<file path="src/inc/mdsr_pkg.sv">
/*
  constants for the motor driver status register bank: offsets, field positions,
  reset values and widths. assumes the serial control front end supplies a read
  address and write strobes in the core clock domain.
*/
// How it works
// - fault summary bit 7 is 1 while any fault condition exists, else 0.
// - active-low fault pin pulled low whenever the summary flag is 1.
// - bit 5 set to 1 indicates the motor has stalled.
// - overcurrent flag in bit 4 set on an overcurrent event, else 0.
// - overvoltage flag in bit 3 set on an overvoltage event, else 0.
// - thermal shutdown flag in bit 2 set on a thermal event, else 0.
// - power-on latch bit 1 cleared and held low while supply is below undervoltage threshold.
// - power-on latch stays low until clear-faults, then goes high.
// - count-reached flag bit 0 latches high when ripple count exceeds threshold.
// - count-reached flag stays set until a clear-count command clears it.
// - speed register bits 7..0 show the estimated motor speed, read only.
// - 16-bit ripple counter, low byte exposed in count-low register.
// - upper byte of the ripple counter exposed in count-high register.
// - motor voltage 8-bit code, 00h is 0 V, B0h is 11 V, max FFh.
// - motor current 8-bit code, 00h is 0 A, C0h is gain-selected full scale.
// - clear-faults command clears latched faults and self-clears to 0.
// - clear-count resets counter, clears count-reached flag, self-clears.
package mdsr_pkg;
  localparam int          ADDR_W         = 8;
  localparam int          DATA_W         = 8;
  localparam int          COUNT_W        = 16;
  localparam int          THR_W          = 10;
  localparam logic [7:0]  OFS_FAULT      = 8'h00;
  localparam logic [7:0]  OFS_SPEED      = 8'h01;
  localparam logic [7:0]  OFS_CNT_LOW    = 8'h02;
  localparam logic [7:0]  OFS_CNT_HIGH   = 8'h03;
  localparam logic [7:0]  OFS_VOLTAGE    = 8'h04;
  localparam logic [7:0]  OFS_CURRENT    = 8'h05;
  localparam int          BIT_SUMMARY    = 7;
  localparam int          BIT_RSVD       = 6;
  localparam int          BIT_STALL      = 5;
  localparam int          BIT_OVERCUR    = 4;
  localparam int          BIT_OVERVOLT   = 3;
  localparam int          BIT_THERMAL    = 2;
  localparam int          BIT_POWERON    = 1;
  localparam int          BIT_CNTDONE    = 0;
  localparam logic [7:0]  RST_STATUS     = 8'h00;
  localparam logic [15:0] RST_COUNT      = 16'h0000;
  localparam logic [7:0]  VOLT_CODE_11V  = 8'hb0;
  localparam logic [7:0]  CUR_CODE_FULL  = 8'hc0;
  localparam int          SYNC_STAGES    = 3;
endpackage

</file>
<file path="src/hw/mdsr_status_bank.sv">
/*
  status register bank: fault flags, ripple counter, speed, voltage and current
  codes, with the open-drain fault pin. assumes fault detectors, ripple pulse
  and analog codes come from on-chip logic in the same clock domain, except the
  supply-good level which arrives asynchronously and is synchronised here.
*/
`timescale 1ns/1ps
`default_nettype none
module mdsr_status_bank
(
  // clock and reset
  input  wire logic                          clk,
  input  wire logic                          rst,
  // fault detectors, same domain
  input  wire logic                          stallEvent,
  input  wire logic                          overcurrentEvent,
  input  wire logic                          overvoltageEvent,
  input  wire logic                          thermalEvent,
  // supply above undervoltage_threshold, asynchronous level
  input  wire logic                          supplyGood,
  // command bits written by the host into the control register
  input  wire logic                          clearFaultsCmd,
  input  wire logic                          clearCountCmd,
  // ripple counting and measurement
  input  wire logic                          ripplePulse,
  input  wire logic [mdsr_pkg::THR_W-1:0]    rippleThreshold,
  input  wire logic [mdsr_pkg::DATA_W-1:0]   speedEstimate,
  input  wire logic [mdsr_pkg::DATA_W-1:0]   motorVoltage,
  input  wire logic [mdsr_pkg::DATA_W-1:0]   motorCurrent,
  // register port
  input  wire logic [mdsr_pkg::ADDR_W-1:0]   regAddr,
  input  wire logic                          regWrite,
  input  wire logic [mdsr_pkg::DATA_W-1:0]   regWdata,
  output var  logic [mdsr_pkg::DATA_W-1:0]   regRdata,
  // command self-clear acknowledges
  output var  logic                          clearFaultsDone,
  output var  logic                          clearCountDone,
  // open-drain fault pin
  output var  logic                          faultOutN,
  output var  logic                          faultOutOe,
  // ripple count for downstream logic
  output var  logic [mdsr_pkg::COUNT_W-1:0]  rippleCount
);

  logic [mdsr_pkg::SYNC_STAGES-1:0] supplySync_reg;
  logic                             supplyLevel_reg;
  logic                             stallFlag_reg;
  logic                             overcurrentFlag_reg;
  logic                             overvoltageFlag_reg;
  logic                             thermalFlag_reg;
  logic                             powerOnLatch_reg;
  logic                             countReachedFlag_reg;
  logic [mdsr_pkg::COUNT_W-1:0]     rippleCount_reg;
  logic [mdsr_pkg::COUNT_W-1:0]     rippleCount_next;
  logic                             anyFault;
  logic [mdsr_pkg::DATA_W-1:0]      faultStatus;
  logic [mdsr_pkg::DATA_W-1:0]      regRdata_next;

  // supply level: change accepted once stages two and three agree
  always_ff @(posedge clk or posedge rst)
  begin
    if (rst)
    begin
      supplySync_reg  <= '0;
      supplyLevel_reg <= 1'b0;
    end
    else
    begin
      supplySync_reg <= {supplySync_reg[1:0], supplyGood};
      if (supplySync_reg[1] == supplySync_reg[2])
      begin
        supplyLevel_reg <= supplySync_reg[2];
      end
    end
  end

  // latched faults; a new event wins over the clear in the same cycle
  always_ff @(posedge clk or posedge rst)
  begin
    if (rst)
    begin
      stallFlag_reg       <= 1'b0;
      overcurrentFlag_reg <= 1'b0;
      overvoltageFlag_reg <= 1'b0;
      thermalFlag_reg     <= 1'b0;
    end
    else
    begin
      stallFlag_reg       <= stallEvent | (stallFlag_reg & ~clearFaultsCmd);
      overcurrentFlag_reg <= overcurrentEvent | (overcurrentFlag_reg & ~clearFaultsCmd);
      overvoltageFlag_reg <= overvoltageEvent | (overvoltageFlag_reg & ~clearFaultsCmd);
      thermalFlag_reg     <= thermalEvent | (thermalFlag_reg & ~clearFaultsCmd);
    end
  end

  // power-on latch: low while supply is below threshold, set by clear-faults
  always_ff @(posedge clk or posedge rst)
  begin
    if (rst)
    begin
      powerOnLatch_reg <= 1'b0;
    end
    else if (!supplyLevel_reg)
    begin
      powerOnLatch_reg <= 1'b0;
    end
    else if (clearFaultsCmd)
    begin
      powerOnLatch_reg <= 1'b1;
    end
  end

  // ripple counter; clear-count restarts from zero, saturates at the top
  always_comb
  begin
    rippleCount_next = rippleCount_reg;
    if (clearCountCmd)
    begin
      rippleCount_next = mdsr_pkg::RST_COUNT;
    end
    else if (ripplePulse && (rippleCount_reg != '1))
    begin
      rippleCount_next = rippleCount_reg + 16'h0001;
    end
  end

  always_ff @(posedge clk or posedge rst)
  begin
    if (rst)
    begin
      rippleCount_reg <= mdsr_pkg::RST_COUNT;
    end
    else
    begin
      rippleCount_reg <= rippleCount_next;
    end
  end

  // count-reached flag holds until clear-count; a pulse in that cycle is dropped, so the clear always wins
  always_ff @(posedge clk or posedge rst)
  begin
    if (rst)
    begin
      countReachedFlag_reg <= 1'b0;
    end
    else if (rippleCount_next > {6'h00, rippleThreshold})
    begin
      countReachedFlag_reg <= 1'b1;
    end
    else if (clearCountCmd)
    begin
      countReachedFlag_reg <= 1'b0;
    end
  end

  // summary covers the protection faults; the power-on latch is a status, not a fault
  assign anyFault = stallFlag_reg | overcurrentFlag_reg | overvoltageFlag_reg
                  | thermalFlag_reg;

  always_comb
  begin
    faultStatus                         = mdsr_pkg::RST_STATUS;
    faultStatus[mdsr_pkg::BIT_SUMMARY]  = anyFault;
    faultStatus[mdsr_pkg::BIT_RSVD]     = 1'b0;
    faultStatus[mdsr_pkg::BIT_STALL]    = stallFlag_reg;
    faultStatus[mdsr_pkg::BIT_OVERCUR]  = overcurrentFlag_reg;
    faultStatus[mdsr_pkg::BIT_OVERVOLT] = overvoltageFlag_reg;
    faultStatus[mdsr_pkg::BIT_THERMAL]  = thermalFlag_reg;
    faultStatus[mdsr_pkg::BIT_POWERON]  = powerOnLatch_reg;
    faultStatus[mdsr_pkg::BIT_CNTDONE]  = countReachedFlag_reg;
  end

  // read mux; writes are ignored, regWdata is not looked at
  always_comb
  begin
    case (regAddr)
      mdsr_pkg::OFS_FAULT:    regRdata_next = faultStatus;
      mdsr_pkg::OFS_SPEED:    regRdata_next = speedEstimate;
      mdsr_pkg::OFS_CNT_LOW:  regRdata_next = rippleCount_reg[7:0];
      mdsr_pkg::OFS_CNT_HIGH: regRdata_next = rippleCount_reg[15:8];
      mdsr_pkg::OFS_VOLTAGE:  regRdata_next = motorVoltage;
      mdsr_pkg::OFS_CURRENT:  regRdata_next = motorCurrent;
      default:                regRdata_next = mdsr_pkg::RST_STATUS;
    endcase
  end

  always_ff @(posedge clk or posedge rst)
  begin
    if (rst)
    begin
      regRdata <= mdsr_pkg::RST_STATUS;
    end
    else
    begin
      regRdata <= regRdata_next;
    end
  end

  // output pin and command acknowledges, all from flops
  always_ff @(posedge clk or posedge rst)
  begin
    if (rst)
    begin
      faultOutN       <= 1'b1;
      faultOutOe      <= 1'b0;
      clearFaultsDone <= 1'b0;
      clearCountDone  <= 1'b0;
      rippleCount     <= mdsr_pkg::RST_COUNT;
    end
    else
    begin
      faultOutN       <= 1'b0;
      faultOutOe      <= anyFault;
      clearFaultsDone <= clearFaultsCmd;
      clearCountDone  <= clearCountCmd;
      rippleCount     <= rippleCount_next;
    end
  end

  // assertions
  a_summary_tracks_flags: assert property (@(posedge clk) disable iff (rst)
    (regAddr == mdsr_pkg::OFS_FAULT) |=> (regRdata[mdsr_pkg::BIT_SUMMARY] ==
      $past(stallFlag_reg | overcurrentFlag_reg | overvoltageFlag_reg | thermalFlag_reg)))
    else $error("fault summary read disagrees with individual flags");

  a_pin_follows_fault: assert property (@(posedge clk) disable iff (rst)
    anyFault |=> (faultOutOe && !faultOutN))
    else $error("fault pin not pulled low one cycle after fault");

  a_stall_latched: assert property (@(posedge clk) disable iff (rst)
    stallEvent |=> stallFlag_reg)
    else $error("stall event did not set stall flag");

  a_faults_cleared: assert property (@(posedge clk) disable iff (rst)
    (clearFaultsCmd && !overcurrentEvent && !thermalEvent) |=>
      (!overcurrentFlag_reg && !thermalFlag_reg))
    else $error("clear-faults left a flag set");

  a_overvolt_set: assert property (@(posedge clk) disable iff (rst)
    overvoltageEvent |=> overvoltageFlag_reg ##1 (overvoltageFlag_reg || $past(clearFaultsCmd)))
    else $error("overvoltage flag not held");

  a_poweron_low: assert property (@(posedge clk) disable iff (rst)
    !supplyLevel_reg |=> !powerOnLatch_reg)
    else $error("power-on latch high while supply low");

  a_poweron_set: assert property (@(posedge clk) disable iff (rst)
    (supplyLevel_reg && clearFaultsCmd) |=> powerOnLatch_reg)
    else $error("power-on latch not set by clear-faults");

  a_count_done_hold: assert property (@(posedge clk) disable iff (rst)
    (countReachedFlag_reg && !clearCountCmd) |=> countReachedFlag_reg)
    else $error("count-reached flag dropped without clear-count");

  a_count_cleared: assert property (@(posedge clk) disable iff (rst)
    clearCountCmd |=> (rippleCount_reg == mdsr_pkg::RST_COUNT))
    else $error("clear-count did not zero the ripple counter");

  a_read_count_high: assert property (@(posedge clk) disable iff (rst)
    (regAddr == mdsr_pkg::OFS_CNT_HIGH && !clearCountCmd && !ripplePulse) |=>
      (regRdata == rippleCount_reg[15:8]))
    else $error("count-high read mismatch");

  a_pin_released: assert property (@(posedge clk) disable iff (rst)
    !anyFault |=> !faultOutOe)
    else $error("fault pin not released one cycle after faults cleared");

  a_overcur_latched: assert property (@(posedge clk) disable iff (rst)
    overcurrentEvent |=> overcurrentFlag_reg)
    else $error("overcurrent event did not set its flag");

  a_thermal_latched: assert property (@(posedge clk) disable iff (rst)
    thermalEvent |=> thermalFlag_reg)
    else $error("thermal event did not set its flag");

  a_count_reached_set: assert property (@(posedge clk) disable iff (rst)
    (ripplePulse && !clearCountCmd && (rippleCount_reg == {6'h00, rippleThreshold}))
      |=> countReachedFlag_reg)
    else $error("count-reached flag not set when the count passed the threshold");

  a_count_increments: assert property (@(posedge clk) disable iff (rst)
    (ripplePulse && !clearCountCmd && (rippleCount_reg != '1)) |=>
      (rippleCount_reg == $past(rippleCount_reg) + 16'h0001))
    else $error("ripple pulse did not advance the counter");

  a_count_flag_cleared: assert property (@(posedge clk) disable iff (rst)
    clearCountCmd |=> !countReachedFlag_reg)
    else $error("clear-count left the count-reached flag set");

  a_read_speed: assert property (@(posedge clk) disable iff (rst)
    (regAddr == mdsr_pkg::OFS_SPEED) |=> (regRdata == $past(speedEstimate)))
    else $error("speed read mismatch");

  a_read_voltage: assert property (@(posedge clk) disable iff (rst)
    (regAddr == mdsr_pkg::OFS_VOLTAGE) |=> (regRdata == $past(motorVoltage)))
    else $error("motor voltage read mismatch");

  a_read_current: assert property (@(posedge clk) disable iff (rst)
    (regAddr == mdsr_pkg::OFS_CURRENT) |=> (regRdata == $past(motorCurrent)))
    else $error("motor current read mismatch");

  a_reserved_zero: assert property (@(posedge clk) disable iff (rst)
    (regAddr == mdsr_pkg::OFS_FAULT) |=> !regRdata[mdsr_pkg::BIT_RSVD])
    else $error("reserved fault bit read as one");

  a_writes_ignored: assert property (@(posedge clk) disable iff (rst)
    (regWrite && !clearFaultsCmd && !clearCountCmd && !ripplePulse && !stallEvent
      && !overcurrentEvent && !overvoltageEvent && !thermalEvent) |=>
      $stable({stallFlag_reg, overcurrentFlag_reg, overvoltageFlag_reg, thermalFlag_reg,
               countReachedFlag_reg, rippleCount_reg}))
    else $error("host write changed status state");

endmodule // mdsr_status_bank
`default_nettype wire

</file>
<file path="config.mk">
export PLATFORM = sky130hd
export DESIGN_NAME = mdsr_status_bank
export DESIGN_NICKNAME = d
export VERILOG_FILES = /design/src/inc/mdsr_pkg.sv /design/src/hw/mdsr_status_bank.sv
export SDC_FILE = /design/constraint.sdc
export NUM_CORES = 1
export LEC_CHECK = 0
export ABC_AREA = 1
export BUFFER_PORTS_ARGS = -buffer_cell sky130_fd_sc_hd__buf_2
export CAP_MARGIN = 20
export CORE_MARGIN = 2
export CORE_UTILIZATION = 25
export DETAILED_ROUTE_END_ITERATION = 8
export HOLD_SLACK_MARGIN = 0.02
export PLACE_DENSITY = 0.42
export SLEW_MARGIN = 10
export SYNTH_ARGS = -nofsm -noshare
export SYNTH_HDL_FRONTEND = slang
export SYNTH_SLANG_ARGS = --single-unit
</file>
<file path="constraint.sdc">
create_clock -name clk -period 2.8 [get_ports clk]
set_input_delay 0.56 -clock clk [delete_from_list [all_inputs] [get_ports clk]]
set_output_delay 0.56 -clock clk [all_outputs]
set_load 0.05 [all_outputs]
</file>
==> impl_metrics.tcl, run 1 <==
set metrics [dict create \
    required_ns 2.99 \
    antennaDiodeCount 0 \
    vdd_ir_drop_max_mv 0.165 \
    hold_class "flop to flop" \
    fin_skew_ns 0.0109 \
    fp.dieH_microns 101 \
    via_per_inst 4.50 \
    outcome "completed" \
    cp_max_fo 7 \
    ys_seq_elements 38 \
    clk_pin_slew_ns 0.09 \
    setup_viol 0 \
    ys_seq_area_share_pct 40.6 \
    grt_pass1_vias 2374 \
    leakage_nw 1.79 \
    finalCriticalPeriod_ns 2.60 \
    core-area_sq_um 9150 \
    largest_register_ff_count 16 \
    max_freq_mhz 385 \
    antenna_left 0 \
    setup.worst_path.start_class "flop" \
    cp.arrival_ns 2.78 \
    hpwlAfterDp_mm 5.77 \
    pwr_density_cell_nw_per_um2 404 \
    cts_root_buf "clkbuf_8" \
    gr-usage-all-layers_pct 14.7 \
    port_buffers 79 \
    h-tree-depth 2 \
    drv_slew 0 \
    clock_sinks 38 \
    syn_nets 387 \
    grt_pass1_wl_mm 11.5 \
    setup_ws_ns 0.204 \
    grt_max_degree 39 \
    finalHoldViolCount 0 \
    cts.path.max_buffers 2 \
    vias 2415 \
    ios 89 \
    synth_cell_types 35 \
    globalplace.congestion 0.833 \
    drc_errors 0 \
    path_class "flop to flop" \
    nNetsFinal 497 \
    die_area_sq_um 10200 \
    floorplan.initialDensity_pct 25.6 \
    synth_cells 315 \
    row_count 35 \
    areaGrowthSynthToFinish_pct 38.2 \
    maxCapViolCount 0 \
    drt_iter0_markers 128 \
    antenna_found_initial 0 \
    wl_mm 7.16 \
    avgSynthCellArea_sq_um 7.44 \
    clock_latency_ns 0.30 \
    netlist_area_sq_um 2340 \
    yosysWarnings 0 \
    dp.cells 529 \
    drtPass1Iterations 5 \
    avgRoutedWirePerCell_microns 13.3 \
    cts_tree "built" \
    worstSetupEndpointType "flop" \
    finalCritPeriodShare_pct 92.7 \
    dp_slack_ns 0.143 \
    cts_hold_buf 0 \
    rsz0062_at_grt "true" \
    overflow 0 \
    chipWidth_microns 101 \
    numCtsBuffers 5 \
    layout-drive-gt1-share_pct 33.1 \
    fin_cells 537 \
]
[cells in the mapped netlist]
cell type | number | share of area [%]
nand3_1 | 20 | 4.3
or2_2 | 1 | 0.27
o22ai_1 | 7 | 1.9
xor2_1 | 1 | 0.37
o21ai_2 | 1 | 0.37
a21o_1 | 1 | 0.32
nor2_8 | 1 | 0.85
or2_1 | 1 | 0.27
a21oi_2 | 2 | 0.75
nand4_1 | 13 | 3.5
nand2_1 | 74 | 12
ha_1 | 11 | 5.9
nor2_2 | 1 | 0.27
buf_6 | 1 | 0.48
a22oi_1 | 1 | 0.32
o21ai_0 | 5 | 1.1
o21a_1 | 1 | 0.32
nor3_2 | 1 | 0.43
a31oi_1 | 4 | 1.1
o221ai_1 | 1 | 0.37
dfrtp_1 | 37 | 39
nand2_2 | 4 | 1.1
buf_2 | 1 | 0.21
a211oi_1 | 2 | 0.64
nor2_4 | 3 | 1.4
dfstp_2 | 1 | 1.1
o21bai_1 | 4 | 1.3
conb_1 | 1 | 0.16
o21ai_1 | 1 | 0.21
maj3_1 | 1 | 0.43
a21oi_1 | 14 | 3.0
inv_2 | 1 | 0.16
a221oi_1 | 2 | 0.75
nor2_1 | 36 | 5.8
inv_1 | 59 | 9.4
[timing repair]
action,CTS,global route
setup endpoints to repair,0,1
gates resized for setup,0,12
buffers inserted,0,0
endpoints found under the hold margin,0,0
[metrics by stage]
stage	setup TNS (ns)	util (%)	hold slack [ns]	power, mW	area, sq um
2_1_floorplan	0	-	0.331	0.665	2350
3_3_place_gp	0	33.4	0.331	0.742	3060
3_5_place_dp	0	33.4	0.336	0.743	3060
4_1_cts	0	34.9	0.351	1.33	3200
5_1_grt	-0.0408	35.4	0.338	1.38	3240
6_report	0	35.4	0.352	1.31	3240
[power by group]
part | leakage (nW) | switching (mW) | internal, mW | total, mW
combinational | 1.23 | 0.0977 | 0.0637 | 0.161
clock | 0.0683 | 0.218 | 0.357 | 0.575
sequential | 0.487 | 0.00846 | 0.564 | 0.573
total | 1.79 | 0.324 | 0.985 | 1.31
[cell families (layout without fill, tap and decap cells)]
family,Yosys count,count (layout),synth area share [%]
AOI/OAI and AO/OA,46,46,12.3
adders and majority gates,12,12,6.30
buffers and inverters,62,173,10.3
xor gates and xnor gates,1,1,0.374
DFF,38,38,40.6
and+or+nand+nor,155,155,29.9
other,1,1,0.160
[worst max-delay path, stage by stage (launching register included)]
cell,delay (ns)
dfrtp_2,0.44
ha_4,0.17
inv_2,0.06
nor2_4,0.04
nand2_2,0.07
nor2_2,0.05
nor2_4,0.21
nand2_2,0.11
o21ai_2,0.17
a22oi_1,0.12
ha_1,0.30
a21o_1,0.16
nor2_1,0.12
nand2_1,0.07
nand2_1,0.05
nand2_1,0.05
nand2_2,0.06
nand2_1,0.05
nor2_1,0.09
nand3_1,0.08
[worst paths after layout]
path	slack, ns	end	from	cells after the start
max	0.20	countReachedFlag_reg	rippleCount[0]	19
min	0.35	supplySync_reg[1]	supplySync_reg[0]	0
max reg2reg	0.20	countReachedFlag_reg	rippleCount[0]	19
min reg2reg	0.35	supplySync_reg[1]	supplySync_reg[0]	0
max in group asynchronous	2.07	rippleCount[3]	rst	3
min in group asynchronous	0.37	rippleCount[10]	rst	3
[cells in the final DEF, fill, tap and decap left out, types with 2 or more instances in the layout]
master / Yosys / layout
a211oi_1: 2 / 2
a21oi_1: 14 / 11
a21oi_2: 2 / 5
a221oi_1: 2 / 2
a31oi_1: 4 / 4
buf_2: 1 / 79
buf_4: 0 / 26
bufinv_16: 0 / 2
clkbuf_8: 0 / 5
dfrtp_1: 37 / 34
dfrtp_2: 0 / 3
ha_1: 11 / 10
inv_1: 59 / 59
nand2_1: 74 / 72
nand2_2: 4 / 6
nand3_1: 20 / 19
nand4_1: 13 / 13
nor2_1: 36 / 35
nor2_2: 1 / 2
nor2_4: 3 / 3
o21ai_0: 5 / 4
o21ai_2: 1 / 2
o21bai_1: 4 / 4
o22ai_1: 7 / 7
[metal layers]
metal  track usage, %  vias to the layer above  part of all wire [%]  wire length [microns]
met3             4.09                        9                   7.0                    499
met2             23.2                       73                    46                   3280
met1             19.7                     1091                    46                   3290
met4             3.79                        0                   1.3                     95
li1                 -                     1242                     -                      -
met5                0                        -                     0                      0
[layout make-up]
type / count / area [sq um]
Clock buffer: 5 / 68.8
Tap cell: 111 / 139
Inverter: 60 / 225
Sequential cell: 38 / 956
Clock inverter: 3 / 68.8
Fill cell: 980 / 5910
Timing Repair Buffer: 105 / 591
Multi-Input combinational cell: 215 / 1190
(Power assumes the default switching activity.)
==> run 2, diff against run 1 <==
--- a/config.mk
+++ b/config.mk
@@ -9,10 +9,10 @@
 export BUFFER_PORTS_ARGS = -buffer_cell sky130_fd_sc_hd__buf_2
 export CAP_MARGIN = 20
 export CORE_MARGIN = 2
-export CORE_UTILIZATION = 25
+export CORE_UTILIZATION = 49
 export DETAILED_ROUTE_END_ITERATION = 8
 export HOLD_SLACK_MARGIN = 0.02
-export PLACE_DENSITY = 0.42
+export PLACE_DENSITY = 0.76
 export SLEW_MARGIN = 10
 export SYNTH_ARGS = -nofsm -noshare
 export SYNTH_HDL_FRONTEND = slang
==> run 2 against run 1 <==
Final area is 3.8% lower. Flip-flop and latch count stayed put. Via count up 1.2%. Sequential share of layout area grew 1.1 points. Largest power group is now sequential cells.
==> impl_metrics.tcl, run 2 (synthesis gave the netlist of run 1 again) <==
set metrics [dict create \
    outcome "completed" \
    cts_root_buf "clkbuf_8" \
    cp.arrival_ns 2.93 \
    critPathBufInv 1 \
    fp.dieH_microns 73.2 \
    dp_slack_ns 0.0554 \
    fin_skew_ns 0.0121 \
    worst_pin_slew_ns 0.807 \
    port_buffers 79 \
    antenna_left 0 \
    core-area_sq_um 4660 \
    ios 89 \
    clk_pin_slew_ns 0.09 \
    clock_latency_ns 0.30 \
    pwr_density_cell_nw_per_um2 416 \
    dp.cells 461 \
    drt_iter0_markers 96 \
    nNetsFinal 489 \
    max_freq_mhz 363 \
    gr-usage-all-layers_pct 24.3 \
    cp_max_fo 8 \
    worstSetupEndpointType "flop" \
    largest_register_ff_count 16 \
    setup_ws_ns 0.0457 \
    worstSetupEndpoint "countReachedFlag_reg" \
    maxCapViolCount 0 \
    layout_common_cells "79 x buf_2, 71 x nand2_1, 59 x inv_1" \
    vdd_ir_drop_max_mv 0.345 \
    max_slew_margin_pct 46.1 \
    hpwlAfterDp_mm 4.91 \
    final_common_cell "buf_2" \
    clock_sinks 38 \
    row_count 25 \
    tns_ns 0 \
    die_area_sq_um 5350 \
    cts.path.max_buffers 2 \
    floorplan.initialDensity_pct 50.3 \
    vias 2444 \
    avgRoutedWirePerCell_microns 13.6 \
    r2r_cells 21 \
    post-route-util_pct 66.8 \
    hold_class "flop to flop" \
    overflow 0 \
    wl_mm 6.44 \
    finalInstanceArea_sq_um 3120 \
    antenna_found_initial 0 \
    layout-drive-gt1-share_pct 31.6 \
    r2r_setup_slack_ns 0.05 \
    finalHoldViolCount 0 \
    globalplace.congestion 0.865 \
    drtPass1Iterations 4 \
    leakage_nw 1.75 \
    chipWidth_microns 73.2 \
    grt_pass1_vias 2263 \
    critical-path-max-stage-delay_ns 0.44 \
    cp_common_cell "nand2_1" \
    path_class "flop to flop" \
    required_ns 2.98 \
    finalCriticalPeriod_ns 2.75 \
    r2r_start "rippleCount[0]" \
    antennaDiodeCount 0 \
    place_area_sq_um 2910 \
    cts_tree "built" \
    grt_max_degree 22 \
    via_per_inst 5.18 \
    slowest_stage "dfrtp_2" \
    h-tree-depth 2 \
    drv_slew 0 \
    finalCritPeriodShare_pct 98.4 \
    grt_pass1_wl_mm 9.94 \
    path_cells "ha_4 -> inv_2 -> nor2_4 -> nand2_2 -> nor2_4 -> nor2_4 -> nand3_2 -> or2_1 -> nand2_1 -> a21oi_2 -> ha_1 -> nand2_2 -> nor2_1 -> nor2_1 -> nand2_1 -> nand2_1 -> nand2_1 -> nand2_2 -> nand2_1 -> nor2_1 -> nand3_1" \
    cp_top_family "simple AND/OR/NAND/NOR gates" \
    critPathLaunch "rippleCount[0]" \
    setup.worst_path.start_class "flop" \
    drc_errors 0 \
    numCtsBuffers 5 \
    r2r_end "countReachedFlag_reg" \
    rsz0062_at_grt "true" \
    setup_viol 0 \
    fin_cells 472 \
    areaGrowthSynthToFinish_pct 32.9 \
    cp.depth 21 \
]
-- run 2: cell count changes in the layout (fill, tap and decap cells not counted), sizes merged --
cell / change
buf: -8
-- run 2: timing repair --
item | 4_1_cts | 5_1_grt
hold buffers | 0 | 0
setup endpoints to repair | 0 | 1
buffers inserted | 0 | 3
gates resized for setup | 0 | 13
-- run 2: power breakdown --
group	internal (mW)	leakage (nW)	switching (mW)	total (mW)
clock	0.357	0.0683	0.211	0.568
combinational	0.0604	1.20	0.0955	0.156
sequential	0.564	0.489	0.00837	0.573
total	0.982	1.75	0.315	1.30
-- run 2: routing by layer --
metal	global-route usage [%]	vias up	wire length [microns]
met3	4.97	23	458
met5	0	-	0
met2	40.8	120	3050
met1	30.0	1083	2710
met4	10.9	0	223
li1	-	1218	-
-- run 2: worst min path at each step --
stage / startpoint / end / slack, ns / cells past startpoint
after floorplan: supplySync_reg[0] / supplySync_reg[1] / 0.33 / 0
after global routing: supplyGood / supplySync_reg[0] / 0.36 / 1
after detailed placement: supplySync_reg[0] / supplySync_reg[1] / 0.34 / 0
after CTS: supplySync_reg[0] / supplySync_reg[1] / 0.36 / 0
final: supplySync_reg[0] / supplySync_reg[1] / 0.36 / 0
after global placement: supplySync_reg[0] / supplySync_reg[1] / 0.33 / 0
-- run 2: area by class of cell --
cell class,instances,area (sq um)
clock inverters,3,68.8
well taps,54,67.6
flip-flops and latches,38,955
clock buffers,5,68.8
inverters,60,225
multi-input cells,215,1200
repair buffers,97,534
fillers,404,1550
-- run 2: through the flow --
| step | total power, mW | hold slack, ns |
|---|---|---|
| after floorplan | 0.665 | 0.331 |
| after global placement | 0.728 | 0.332 |
| after detailed placement | 0.733 | 0.343 |
| after CTS | 1.30 | 0.360 |
| after global routing | 1.35 | 0.357 |
| final | 1.30 | 0.355 |
==> run 3, diff against run 2 <==
--- a/config.mk
+++ b/config.mk
@@ -9,10 +9,10 @@
 export BUFFER_PORTS_ARGS = -buffer_cell sky130_fd_sc_hd__buf_2
 export CAP_MARGIN = 20
 export CORE_MARGIN = 2
-export CORE_UTILIZATION = 49
+export CORE_UTILIZATION = 45
 export DETAILED_ROUTE_END_ITERATION = 8
 export HOLD_SLACK_MARGIN = 0.02
-export PLACE_DENSITY = 0.76
+export PLACE_DENSITY = 0.7
 export SLEW_MARGIN = 10
 export SYNTH_ARGS = -nofsm -noshare
 export SYNTH_HDL_FRONTEND = slang
==> run 3 against run 2 <==
Worst hold slack got worse by 0.0037 ns. Sequential power about the same. Sequential share of layout area decreased by 0.061 points. Final cell count increased by 4.4%. Via count decreased by 0.57%. Worst setup slack improved by 0.14 ns. Critical path depth decreased by 2. Register-to-register slack improved by 0.14 ns. Count of clock-buffer cells in the layout increased by 2. Flip-flop and latch count unchanged. Utilization decreased by 5.3 points. Clock power decreased by 32%. Critical path type unchanged.
==> impl_metrics.tcl, run 3 (synthesis gave the netlist of run 1 again) <==
set metrics [dict create \
    die_area_sq_um 5800 \
    layout_common_cells "79 x buf_2, 73 x nand2_1, 59 x inv_1" \
    drtPass1Iterations 4 \
    grt_max_degree 26 \
    outcome "completed" \
    intPower_mw 0.825 \
    chipWidth_microns 76.2 \
    nNetsFinal 494 \
    clock_sinks 38 \
    hold_class "flop to flop" \
    cts.path.max_buffers 2 \
    setup.worst_path.start_class "flop" \
    critPathBufInv 2 \
    gr-usage-all-layers_pct 22.8 \
    rsz0062_at_grt "false" \
    port_buffers 79 \
    required_ns 2.98 \
    slowest_stage "dfrtp_2" \
    cts_root_buf "clkbuf_8" \
    critical-path-max-stage-delay_ns 0.40 \
    path_class "flop to flop" \
    globalplace.congestion 0.907 \
    core-area_sq_um 5070 \
    final_common_cell "buf_2" \
    fin_skew_ns 0.00325 \
    cp.arrival_ns 2.79 \
    p_clk_share_pct 34.8 \
    maxCapViolCount 0 \
    ios 89 \
    antennaDiodeCount 0 \
    cts_tree "built" \
    fp.dieH_microns 76.2 \
    p_total_mw 1.12 \
    worst_pin_slew_ns 0.947 \
    antenna_left 0 \
    vias 2430 \
    avgRoutedWirePerCell_microns 12.8 \
    wl_mm 6.29 \
    setup_viol 0 \
    worstSetupEndpointType "flop" \
    vdd_ir_drop_max_mv 0.249 \
    max_slew_margin_pct 36.8 \
    drv_slew 0 \
    finalCritPeriodShare_pct 93.3 \
    clock_latency_ns 0.29 \
    floorplan.initialDensity_pct 46.2 \
    grt_pass1_vias 2343 \
    drt_iter0_markers 109 \
    leakage_nw 1.75 \
    path_cells "ha_2 -> inv_2 -> nor2_4 -> nand2_2 -> nor2_2 -> nor2_4 -> buf_4 -> nand2_1 -> a22oi_1 -> ha_1 -> a21o_1 -> nor2_1 -> nand2_1 -> nand2_1 -> nand2_1 -> nand2_1 -> nand2_1 -> nor2_1 -> nand3_1" \
    max_freq_mhz 383 \
    numCtsBuffers 5 \
    finalHoldViolCount 0 \
    drc_errors 0 \
    hpwlAfterDp_mm 5.09 \
    num-fill-cells 474 \
    pwr_density_cell_nw_per_um2 358 \
    pwr-share-seq_pct 51.1 \
    p_sw_mw 0.292 \
    finalCriticalPeriod_ns 2.61 \
    row_count 26 \
    cp_max_fo 7 \
    clk_pin_slew_ns 0.07 \
    layout-drive-gt1-share_pct 32.4 \
    via_per_inst 4.93 \
    largest_register_ff_count 16 \
    cp_top_family "simple AND/OR/NAND/NOR gates" \
    antenna_found_initial 0 \
    areaGrowthSynthToFinish_pct 33.1 \
    pwr-share-comb_pct 14.1 \
    switching_share_pct 26.2 \
    grt_pass1_wl_mm 10.6 \
    overflow 0 \
    cts_hold_buf 0 \
    h-tree-depth 2 \
    tns_ns 0 \
    cp_common_cell "nand2_1" \
]
-- run 3: layout make-up --
cell class,count,area [sq um],area share (%)
clock inverters,1,5.00,0.160
inverters,60,225,7.21
well taps,70,87.6,2.81
multi-input cells,215,1190,38.3
clock buffers,7,86.3,2.77
flip-flops and latches,38,955,30.6
repair buffers,102,568,18.2
-- run 3: worst reg2reg max path: cells and delay by family, from the launching register on --
kind	cells	cell delay [ns]
AO/OA/AOI/OAI	2	0.42
buffers and inverters	2	0.20
flip-flops	1	0.40
AND/OR/NAND/NOR	13	0.96
adder cells (fa/ha/maj)	2	0.49
-- run 3: timing repair --
item                       4_1_cts  5_1_grt
buffers inserted                 0        3
gates resized for setup          0       11
setup endpoints to repair        0        1
-- run 3: worst paths after layout --
path / start / endpoint / slack (ns) / cells past startpoint
worst max-delay path: rippleCount[0] / countReachedFlag_reg / 0.19 / 19
worst min-delay path: supplySync_reg[0] / supplySync_reg[1] / 0.35 / 0
worst max register to register: rippleCount[0] / countReachedFlag_reg / 0.19 / 19
worst min register to register: supplySync_reg[0] / supplySync_reg[1] / 0.35 / 0
max in group asynchronous: rst / rippleCount[9] / 1.66 / 3
min in group asynchronous: rst / rippleCount[12] / 0.47 / 2
-- run 3: metal layers --
| layer | vias to the layer above | GRT usage [%] | wire (microns) |
|---|---|---|---|
| met3 | 11 | 5.92 | 413 |
| met4 | 0 | 6.91 | 86 |
| met2 | 83 | 38.8 | 3050 |
| met5 | - | 0 | 0 |
| li1 | 1226 | - | - |
| met1 | 1110 | 28.8 | 2740 |
-- run 3: metrics by stage --
stage | hold slack [ns] | worst slack (ns) | instance area (sq um) | utilization, % | cells
2_1_floorplan | 0.331 | 0.145 | 2350 | - | 315
3_3_place_gp | 0.333 | 0.131 | 2960 | 58.4 | 482
3_5_place_dp | 0.337 | 0.108 | 2960 | 58.4 | 482
4_1_cts | 0.354 | 0.109 | 3060 | 60.2 | 490
5_1_grt | 0.351 | 0.0271 | 3120 | 61.5 | 493
6_report | 0.351 | 0.189 | 3120 | 61.5 | 493
-- run 3: power by group through the flow --
stage / combinational (mW) / sequential (mW) / clock, mW
5_1_grt: 0.176 / 0.573 / 0.425
4_1_cts: 0.152 / 0.572 / 0.398
6_report: 0.158 / 0.571 / 0.389
3_5_place_dp: 0.151 / 0.583 / 0
2_1_floorplan: 0.0612 / 0.604 / 0
3_3_place_gp: 0.147 / 0.582 / 0
